$ cat config.mk
export PLATFORM = sky130hd
export DESIGN_NAME = ldc_ctrl
export DESIGN_NICKNAME = d
export VERILOG_FILES = /design/src/core/ldc_pkg.sv /design/src/core/ldc_blink_timer.sv /design/src/core/ldc_ctrl.sv
export SDC_FILE = /design/constraint.sdc
export NUM_CORES = 1
export LEC_CHECK = 0
export BUFFER_PORTS_ARGS = -buffer_cell sky130_fd_sc_hd__buf_2
export CAP_MARGIN = 20
export CORE_MARGIN = 5
export CORE_UTILIZATION = 30
export DETAILED_ROUTE_END_ITERATION = 12
export PLACE_DENSITY = 0.5
export SETUP_SLACK_MARGIN = 0.5
export SYNTH_ARGS = -nofsm -noshare
export SYNTH_HDL_FRONTEND = slang
export SYNTH_SLANG_ARGS = --single-unit
$ cat constraint.sdc
create_clock -name sys_clk -period 3 [get_ports sys_clk]
set_input_delay 0.15 -clock sys_clk [delete_from_list [all_inputs] [get_ports sys_clk]]
set_output_delay 0.15 -clock sys_clk [all_outputs]
set_load 0.02 [all_outputs]
$ cat src/core/ldc_pkg.sv
// constants, field layout and carrier types of the display control bank
// assumes a serial front end that delivers decoded register writes
package ldc_pkg;

   // ****************************************
   // register addresses
   // ****************************************
   localparam logic [7:0] LDC_ADDR_BRIGHT = 8'h02; // global_brightness
   localparam logic [7:0] LDC_ADDR_SCAN = 8'h03; // digit_scan_limit
   localparam logic [7:0] LDC_ADDR_CONFIG = 8'h04; // display_configuration

   // ****************************************
   // reset values
   // ****************************************
   localparam logic [7:0] LDC_RST_BRIGHT = 8'h00; // 1/16 duty
   localparam logic [7:0] LDC_RST_SCAN = 8'h07; // digits 0..7
   localparam logic [7:0] LDC_RST_CONFIG = 8'h00; // shutdown, slow, no blink

   // ****************************************
   // configuration field positions
   // ****************************************
   localparam int LDC_BIT_RUN = 0;
   localparam int LDC_BIT_FAST = 2;
   localparam int LDC_BIT_BLINK_EN = 3;
   localparam int LDC_BIT_SYNC = 4;
   localparam int LDC_BIT_CLEAR = 5;
   localparam int LDC_BIT_PER_DIGIT = 6;
   localparam int LDC_BIT_PHASE = 7;

   // ****************************************
   // field widths
   // ****************************************
   localparam int LDC_SCAN_W = 3; // scan limit value bits
   localparam int LDC_BRIGHT_W = 4; // intensity code bits
   localparam int LDC_DUTY_W = 5; // duty numerator, sixteenths
   localparam int LDC_SEG_W = 16; // segments per digit
   localparam logic [4:0] LDC_DUTY_MAX = 5'h0f; // 15/16 ceiling

   // ****************************************
   // blink timing
   // ****************************************
   localparam int unsigned LDC_CLK_HZ = 200_000_000; // sys_clk rate
   localparam int unsigned LDC_OSC_HZ = 4_000_000; // rated oscillator
   localparam int unsigned LDC_SLOW_HALF_MS = 1000; // 1s on, 1s off
   localparam int unsigned LDC_FAST_HALF_MS = 500; // 0.5s on, 0.5s off
   localparam int unsigned LDC_SLOW_HALF_CYC = (LDC_CLK_HZ / 1000) * LDC_SLOW_HALF_MS;
   localparam int unsigned LDC_FAST_HALF_CYC = (LDC_CLK_HZ / 1000) * LDC_FAST_HALF_MS;
   localparam int LDC_CNT_W = 28; // holds 2e8

   // ****************************************
   // carrier types
   // ****************************************
   typedef struct packed {
      logic per_digit; // per-digit intensity source
      logic clear; // clear planes at frame end
      logic sync; // restart blink at frame end
      logic blink_en; // blinking enabled
      logic fast; // fast blink rate
      logic run; // normal operation
   } ldc_cfg_t;

   typedef struct packed {
      logic wr; // one-cycle write strobe
      logic [7:0] addr; // register address
      logic [7:0] data; // write data
   } ldc_wr_t;

endpackage : ldc_pkg
$ cat src/core/ldc_blink_timer.sv
// blink half-period timer with restart
// assumes a one-cycle restart pulse from the register bank
`timescale 1ns/10ps
`default_nettype none
module ldc_blink_timer
   import ldc_pkg::*;
#(
   parameter int unsigned SLOW_HALF_CYC = LDC_SLOW_HALF_CYC,
   parameter int unsigned FAST_HALF_CYC = LDC_FAST_HALF_CYC
)
(
   // clock and reset
   input wire logic sys_clk,
   input wire logic rstn,
   // control
   input wire logic fast,
   input wire logic restart,
   // state
   output logic phase_first
);

   localparam logic [LDC_CNT_W-1:0] SLOW_LAST = LDC_CNT_W'(SLOW_HALF_CYC - 1);
   localparam logic [LDC_CNT_W-1:0] FAST_LAST = LDC_CNT_W'(FAST_HALF_CYC - 1);

   logic [LDC_CNT_W-1:0] cnt_reg; // cycles into current half
   logic [LDC_CNT_W-1:0] last; // terminal count for rate

   // terminal count follows the selected rate
   always_comb
   begin
      last = fast ? FAST_LAST : SLOW_LAST;
   end

   // half-period counter
   always_ff @(posedge sys_clk)
   begin
      if (!rstn || restart)
      begin
         cnt_reg <= '0;
      end
      else if (cnt_reg >= last)
      begin
         cnt_reg <= '0; // end of half, also when rate shortens
      end
      else
      begin
         cnt_reg <= cnt_reg + 1'b1;
      end
   end

   // phase flag, high in the first half of each period
   always_ff @(posedge sys_clk)
   begin
      if (!rstn || restart)
      begin
         phase_first <= 1'b1;
      end
      else if (cnt_reg >= last)
      begin
         phase_first <= ~phase_first;
      end
   end

endmodule : ldc_blink_timer
`default_nettype wire

$ cat src/core/ldc_ctrl.sv
// display control register bank: configuration, scan limit, brightness
// assumes the serial front end hands over decoded writes while chip
// select is low and shows chip select as a synchronous level
`timescale 1ns/10ps
`default_nettype none
module ldc_ctrl
   import ldc_pkg::*;
#(
   parameter int unsigned SLOW_HALF_CYC = LDC_SLOW_HALF_CYC,
   parameter int unsigned FAST_HALF_CYC = LDC_FAST_HALF_CYC
)
(
   // clock and reset
   input wire logic sys_clk,
   input wire logic rstn,
   // register access from serial front end
   input wire ldc_wr_t reg_wr,
   input wire logic [7:0] rd_addr,
   output logic [7:0] rd_data,
   input wire logic cs_n,
   // digit planes of the digit being shown
   input wire logic [LDC_SEG_W-1:0] upper_plane,
   input wire logic [LDC_SEG_W-1:0] lower_plane,
   // display controls
   output logic [LDC_SEG_W-1:0] seg_on,
   output logic display_run,
   output logic per_digit_intensity,
   output logic [LDC_DUTY_W-1:0] global_duty,
   output logic [LDC_SCAN_W-1:0] scan_last,
   output logic clear_digits,
   output logic blink_phase
);

   // ****************************************
   // storage
   // ****************************************
   ldc_cfg_t cfg_reg; // display_configuration fields
   logic [7:0] bright_reg; // global_brightness
   logic [7:0] scan_reg; // digit_scan_limit
   logic cs_n_d_reg; // chip select last cycle
   logic clear_pend_reg; // clear requested in this frame
   logic sync_pend_reg; // restart requested in this frame
   logic cs_rise; // frame end
   logic sync_pulse; // blink restart
   logic phase_first; // first blink half
   logic wr_cfg; // write to configuration
   logic [LDC_SEG_W-1:0] seg_next; // segment drive next value
   logic [LDC_DUTY_W-1:0] duty_next; // duty next value

   // ****************************************
   // write decode
   // ****************************************
   assign wr_cfg = reg_wr.wr && (reg_wr.addr == LDC_ADDR_CONFIG);

   // configuration register
   always_ff @(posedge sys_clk)
   begin
      if (!rstn)
      begin
         cfg_reg <= ldc_cfg_t'({LDC_RST_CONFIG[LDC_BIT_PER_DIGIT:LDC_BIT_FAST],
                                LDC_RST_CONFIG[LDC_BIT_RUN]});
      end
      else if (wr_cfg)
      begin
         cfg_reg.run <= reg_wr.data[LDC_BIT_RUN];
         cfg_reg.fast <= reg_wr.data[LDC_BIT_FAST];
         cfg_reg.blink_en <= reg_wr.data[LDC_BIT_BLINK_EN];
         cfg_reg.sync <= reg_wr.data[LDC_BIT_SYNC];
         cfg_reg.clear <= reg_wr.data[LDC_BIT_CLEAR];
         cfg_reg.per_digit <= reg_wr.data[LDC_BIT_PER_DIGIT];
      end
   end

   // brightness register, whole byte kept for readback
   always_ff @(posedge sys_clk)
   begin
      if (!rstn)
      begin
         bright_reg <= LDC_RST_BRIGHT;
      end
      else if (reg_wr.wr && (reg_wr.addr == LDC_ADDR_BRIGHT))
      begin
         bright_reg <= reg_wr.data;
      end
   end

   // scan limit register, whole byte kept for readback
   always_ff @(posedge sys_clk)
   begin
      if (!rstn)
      begin
         scan_reg <= LDC_RST_SCAN;
      end
      else if (reg_wr.wr && (reg_wr.addr == LDC_ADDR_SCAN))
      begin
         scan_reg <= reg_wr.data;
      end
   end

   // ****************************************
   // frame end actions
   // ****************************************
   // chip select edge detect
   always_ff @(posedge sys_clk)
   begin
      if (!rstn)
      begin
         cs_n_d_reg <= 1'b1;
      end
      else
      begin
         cs_n_d_reg <= cs_n;
      end
   end

   assign cs_rise = cs_n && !cs_n_d_reg;

   // pending clear: a write in the rise cycle wins
   always_ff @(posedge sys_clk)
   begin
      if (!rstn)
      begin
         clear_pend_reg <= 1'b0;
      end
      else if (wr_cfg)
      begin
         clear_pend_reg <= reg_wr.data[LDC_BIT_CLEAR];
      end
      else if (cs_rise)
      begin
         clear_pend_reg <= 1'b0;
      end
   end

   // pending blink restart: a write in the rise cycle wins
   always_ff @(posedge sys_clk)
   begin
      if (!rstn)
      begin
         sync_pend_reg <= 1'b0;
      end
      else if (wr_cfg)
      begin
         sync_pend_reg <= reg_wr.data[LDC_BIT_SYNC];
      end
      else if (cs_rise)
      begin
         sync_pend_reg <= 1'b0;
      end
   end

   // one-cycle clear strobe to the digit memory
   always_ff @(posedge sys_clk)
   begin
      if (!rstn)
      begin
         clear_digits <= 1'b0;
      end
      else
      begin
         clear_digits <= cs_rise && clear_pend_reg;
      end
   end

   assign sync_pulse = cs_rise && sync_pend_reg;

   // ****************************************
   // blink timing
   // ****************************************
   ldc_blink_timer #(
      .SLOW_HALF_CYC(SLOW_HALF_CYC),
      .FAST_HALF_CYC(FAST_HALF_CYC)
   ) u_timer (
      .sys_clk(sys_clk),
      .rstn(rstn),
      .fast(cfg_reg.fast),
      .restart(sync_pulse),
      .phase_first(phase_first)
   );

   // ****************************************
   // segment and intensity drive
   // ****************************************
   always_comb
   begin
      seg_next = '0;
      if (!cfg_reg.run)
      begin
         seg_next = '0; // blanked in shutdown
      end
      else if (!cfg_reg.blink_en)
      begin
         seg_next = lower_plane; // steady lower plane
      end
      else
      begin
         // both set: always on; one set: its half only
         seg_next = (upper_plane & lower_plane) |
                    (phase_first ? lower_plane : upper_plane);
      end
   end

   // duty numerator, code 15 capped at 15/16
   always_comb
   begin
      duty_next = LDC_DUTY_W'(bright_reg[LDC_BRIGHT_W-1:0]) + 1'b1;
      if (duty_next > LDC_DUTY_MAX)
      begin
         duty_next = LDC_DUTY_MAX;
      end
   end

   // registered display controls
   always_ff @(posedge sys_clk)
   begin
      if (!rstn)
      begin
         seg_on <= '0;
         display_run <= 1'b0;
         per_digit_intensity <= 1'b0;
         global_duty <= LDC_DUTY_W'(1);
         scan_last <= LDC_RST_SCAN[LDC_SCAN_W-1:0];
         blink_phase <= 1'b0;
      end
      else
      begin
         seg_on <= seg_next;
         display_run <= cfg_reg.run;
         per_digit_intensity <= cfg_reg.per_digit;
         global_duty <= duty_next;
         scan_last <= scan_reg[LDC_SCAN_W-1:0];
         blink_phase <= phase_first;
      end
   end

   // ****************************************
   // readback
   // ****************************************
   always_ff @(posedge sys_clk)
   begin
      if (!rstn)
      begin
         rd_data <= 8'h00;
      end
      else if (rd_addr == LDC_ADDR_CONFIG)
      begin
         // bit 1 reads zero; bit 7 is live phase
         rd_data <= {phase_first, cfg_reg.per_digit, cfg_reg.clear, cfg_reg.sync,
                     cfg_reg.blink_en, cfg_reg.fast, 1'b0, cfg_reg.run};
      end
      else if (rd_addr == LDC_ADDR_SCAN)
      begin
         rd_data <= scan_reg;
      end
      else if (rd_addr == LDC_ADDR_BRIGHT)
      begin
         rd_data <= bright_reg;
      end
      else
      begin
         rd_data <= 8'h00; // other addresses belong elsewhere
      end
   end

endmodule : ldc_ctrl
`default_nettype wire

**Word level (Yosys, flattened, before mapping)**

Index checks and enable logic that the tools add are counted.

- Output and inout port bits: 36
- Flip-flop bits (word level): 90
- Input bits: 60
- Word-level logic and storage cells: 61

- Bitwise operators: 4
- $lt $le $gt $ge: 2
- Multiplexer cells: 10
- Equal/unequal tests: 6
- Add/subtract/negate cells: 2
- Reductions and logical operators: 14

Operators by type and width:

| cell | number |
|---|---|
| $eq A8 B2 Y1 const B | 4 |
| $mux W16 | 2 |
| $add A28 B1 Y28 const B | 1 |
| $ge A28 B28 Y1 | 1 |
| $mux W28 | 1 |
| $mux W8 | 3 |
| $and A16 B16 Y16 | 1 |
| $eq A8 B3 Y1 const B | 2 |
| $or A16 B16 Y16 | 1 |
| $logic_and A1 B1 Y1 | 6 |
| $reduce_or A2 Y1 | 3 |
| $add A4 B1 Y5 const B | 1 |
| $gt A5 B4 Y1 const B | 1 |
| $mux W4 | 1 |
| $mux W1 | 3 |
| $logic_not A1 Y1 | 2 |
| $not A1 Y1 | 2 |
| $reduce_and A2 Y1 | 1 |
| $reduce_bool A2 Y1 | 1 |
| $logic_or A1 B1 Y1 | 1 |

**Longest topological paths before layout**

- Depth in word-level cells: 5
- Mapped depth: 8
- Mapped depth without buffers: 7

**Modules after synthesis**

From an unflattened synthesis, not the netlist that was laid out.

- Cell total of the unflattened synthesis: 411
- Area total of the unflattened synthesis: 3843.7 µm²

Modules (own cells, without submodules):

| module | instances | cells each | area an instance (µm²) | sequential area each (µm²) |
|---|---|---|---|---|
| ldc_ctrl | 1 | 241 | 2307.2 | 1221.2 |
| ldc_blink_timer | 1 | 170 | 1536.5 | 580.6 |

**Worst setup path after synthesis**

Ideal clock, no wire load.

- Path type: register to register
- Start point: register cfg_reg[1] (netlist name)
- End point: register u_timer.cnt_reg[12]
- Library setup time: 116 ps
- Stages on the path, launching flop included: 9
- Arrival: 2026 ps
- Clock period less this slack: 2142 ps
- Required time: 2884 ps
- Setup slack: 858 ps
- Path buffers: 1
- Cell sequence: dfxtp_1 > inv_1 > ha_1 > inv_1 > or4_1 > o311a_2 > nand3_4 > buf_6 > nor2_1

- Word-level cells in the longest chain between the ends: 3

RTL lines:

| what | RTL line | RTL |
|---|---|---|
| $mux W28 | ldc_blink_timer.sv:31 | `last = fast ? FAST_LAST : SLOW_LAST;` |
| $ge A28 B28 Y1 | ldc_blink_timer.sv:41 | `else if (cnt_reg >= last)` |
| $reduce_or A2 Y1 (no source line) | n/a |  |
| end signal: assignment | ldc_blink_timer.sv:47 | `cnt_reg <= cnt_reg + 1'b1;` |
| end: declaration | ldc_blink_timer.sv:25 | `logic [LDC_CNT_W-1:0] cnt_reg;` |

No other way between the ends.
A chain may end at the register's enable or synchronous reset.

**Final worst setup path**

- Start point: register cfg_reg[1] (netlist name)
- End point: register u_timer.cnt_reg[6]

- Word-level cells in the longest chain between the ends: 3

RTL lines:

| what | RTL line |
|---|---|
| $mux W28 | ldc_blink_timer.sv:31 |
| $ge A28 B28 Y1 | ldc_blink_timer.sv:41 |
| $reduce_or A2 Y1 (no source line) | n/a |

No other way between the ends.

==> metrics.yaml <==
multi_input_area_mm2: 0.001770
intPower_mw: 1.829
ant_nets: 0
syn_area_mm2: 0.003674
die_x_um: 120.7
path_clk_slew_ns: 0.06
crit_top_cell: "inv_1"
via_per_inst: 4.705
initialDrtViolationCount: 158
fmax_mhz: 428.3
drcViolationCount: 0
worst_slew_pin_slew_ns: 0.6601
pwr-share-seq: 0.516
worst_ep_required_time_ns: 3.22
drv_cap: 0
cp.arrival_ns: 2.56
cts_tree: "yes"
synthCells: 404
crit_type: "reg -> reg"
switching_share: 0.2170
power_density_mw_per_mm2: 509.1
irDropWorstVdd_v: 0.0002387
worstPathCellList: "inv_1, ha_1, inv_1, or4_1, o311a_2, nand3_4, nor2_1"
diodes: 0
synth_edf_count: 0
area_growth_pct: 24.86
cp-end-kind: "register"
cts-root-buf: "clkbuf_16"
topRoutingLayerUsed: "met4"
skew_ns: 0.007950
grt_antenna_before_repair: 0
ys.flop_type: "dfxtp_1"
setup.worst_path.start_class: "register"
synth.distinct_cells: 39
r2r_end: "u_timer.cnt_reg[6]"
wl_met3_um: 489
grt_pass1_vias: 2950
rows: 40
hp-class: "in -> reg"
setup_ws_ns: 0.6652
rsz0062_at_grt: "false"
fin_setup_tns_ns: 0
synth_seq_cells: 90
dr.pass1.iters: 4
ctsHoldBuffers: 0
synth_area_leaders: "dfxtp_1 (49%), mux2i_1 (6.0%), nor2_1 (5.5%), nand2_1 (4.9%), xnor2_1 (4.3%)"
cts_max_path_buffers: 2
cts_inserted_buffers: 9
core_mm2: 0.01201
gp_congestion: 0.7686
drive_gt1_frac: 0.2386
synth_area_leader_cell: "dfxtp_1"
initial_utilization: 0.3058
hpwl_um: 6092
ys_warn_count: 0
fin_crit_sh: 0.7783
die_area_mm2: 0.01456
power_switching_uw: 506.7
timing.final.max_slew_violations: 0
r2r.worst_path.cells: 7
clk_latency_ns: 0.34
h-tree-depth: 3
grt_pass1_wl_um: 13900
portBuffers: 95
slowest_stage: "dfxtp_1"
leakage_nw: 1.977
pin_count: 96
startpoint: "cfg_reg[1]"
syn_nets: 476
crit_end: "u_timer.cnt_reg[6]"
max_stage_delay_ns: 0.49
reg2reg_from: "cfg_reg[1]"
post_cts_buffers: 0
avgSynthCellArea_um2: 9.093
hold_viol_final: 0
largest_reg_flops: 28
vias: 3058
p_comb_frac: 0.039
regArea_mm2: 0.001802
pre_cts_ws_ns: 0.5726
grt_usage: 0.1187
status: "finished clean"
p_clk_frac: 0.446
max_slew_margin: 0.5574
final-setup-viol-count: 0
grt_overflow: 0
wirelength_met1_um: 3958
synth-seq-area-share: 0.4905
crit_fanout: 14
fin_nets: 570
grt_start_max_net_pins: 29
wl_met2_um: 3902
postCtsResizedCells: 0
async_flop_share: 0
rrSetupSlack_ns: 0.67
yosys.area.top_type_share: 0.4905
clkSinkCount: 90
wl_per_cell_um: 13.10
fin_crit_ns: 2.335
wirelength_um: 8512
die_h_um: 120.7
n_fill_cell: 1209
layer usage:
| layer | vias to the layer above | global-route usage |
|---|---|---|
| met1 | 1400 | 0.1502 |
| met2 | 77 | 0.1907 |
| met4 | 0 | 0.05170 |
| met5 | - | 0 |
| li1 | 1570 | - |
| met3 | 11 | 0.03087 |
metrics by stage:
stage	std cells	instance area (um2)	util	power (mW)	hold slack [ns]
floorplan	404	3674	-	1.268	0.2515
CTS	649	4569	0.3804	2.375	0.001819
global route	650	4587	0.3819	2.441	0.04102
detailed placement	633	4289	0.3571	1.321	0.3506
finish	650	4587	0.3819	2.335	0.01037
global placement	633	4289	0.3571	1.319	0.3489
how the worst min path moves through the flow:
stage               cells past startpoint         end  slack (ns)  start
CTS                                     2  cs_n_d_reg       0.002   cs_n
global route                            2  cs_n_d_reg        0.04   cs_n
floorplan                               1  cs_n_d_reg        0.25   cs_n
global placement                        2  cs_n_d_reg        0.35   cs_n
detailed placement                      2  cs_n_d_reg        0.35   cs_n
finish                                  2  cs_n_d_reg        0.01   cs_n
area by class of cell:
| cell class | instances | area share |
|---|---|---|
| clock buffers | 10 | 0.05210 |
| clock inverters | 6 | 0.009002 |
| inverters | 10 | 0.008183 |
| multi-input cells | 287 | 0.3860 |
| flip-flops and latches | 90 | 0.3928 |
| well taps | 147 | 0.04010 |
| repair buffers | 100 | 0.1118 |
synth_stat cells, types with 3 or more instances:
| cell | instances |
|---|---|
| inv_1 | 10 |
| nand2_1 | 48 |
| a21oi_1 | 30 |
| clkbuf_1 | 12 |
| nand4_1 | 7 |
| or4_1 | 3 |
| a22oi_1 | 10 |
| dfxtp_1 | 90 |
| xor2_1 | 7 |
| nor3_1 | 10 |
| and3_1 | 3 |
| nor2b_1 | 6 |
| and4_1 | 5 |
| and2_1 | 3 |
| nand2b_1 | 5 |
| nor2_1 | 54 |
| mux2i_1 | 22 |
| buf_2 | 3 |
| xnor2_1 | 18 |
| a21o_1 | 3 |
| nand3_1 | 12 |
| ha_1 | 12 |
| o21ai_0 | 9 |
critical path, delay by kind of cell, from the launching register on:
family / cells / cell delay (ns)
AND/OR/NAND/NOR: 3 / 0.78
flip-flops: 1 / 0.49
AO/OA/AOI/OAI: 1 / 0.41
adder cells (fa/ha/maj): 1 / 0.32
buffers and inverters: 2 / 0.20
power groups by stage:
stage / logic (mW) / clock network, mW / registers (mW)
finish: 0.0907 / 1.04 / 1.20
global route: 0.102 / 1.13 / 1.20
CTS: 0.0904 / 1.08 / 1.20
detailed placement: 0.0900 / 0 / 1.23
global placement: 0.0884 / 0 / 1.23
floorplan: 0.0349 / 0 / 1.23
cell usage in the layout, fill, tap and decap left out, drive strengths merged, types with 10 or more instances in the layout:
cell type    n
a21oi       30
a22oi       10
buf        100
clkbuf      10
dfxtp       90
ha          12
inv         11
mux2i       22
nand2       48
nand3       14
nor2        54
nor3        10
xnor2       18
kinds of logic after synthesis:
logic type               count (synthesis)  share of synthesized area
other                                    1                   0.001021
flip-flops                              90                     0.4905
AND/OR/NAND/NOR                        169                     0.2234
multiplexers                            22                    0.05995
buffers and inverters                   28                    0.03406
AO/OA/AOI/OAI                           57                    0.09060
adder cells (fa/ha/maj)                 12                    0.04087
XOR/XNOR                                25                    0.05960
Power figures use the tool's default switching activity.
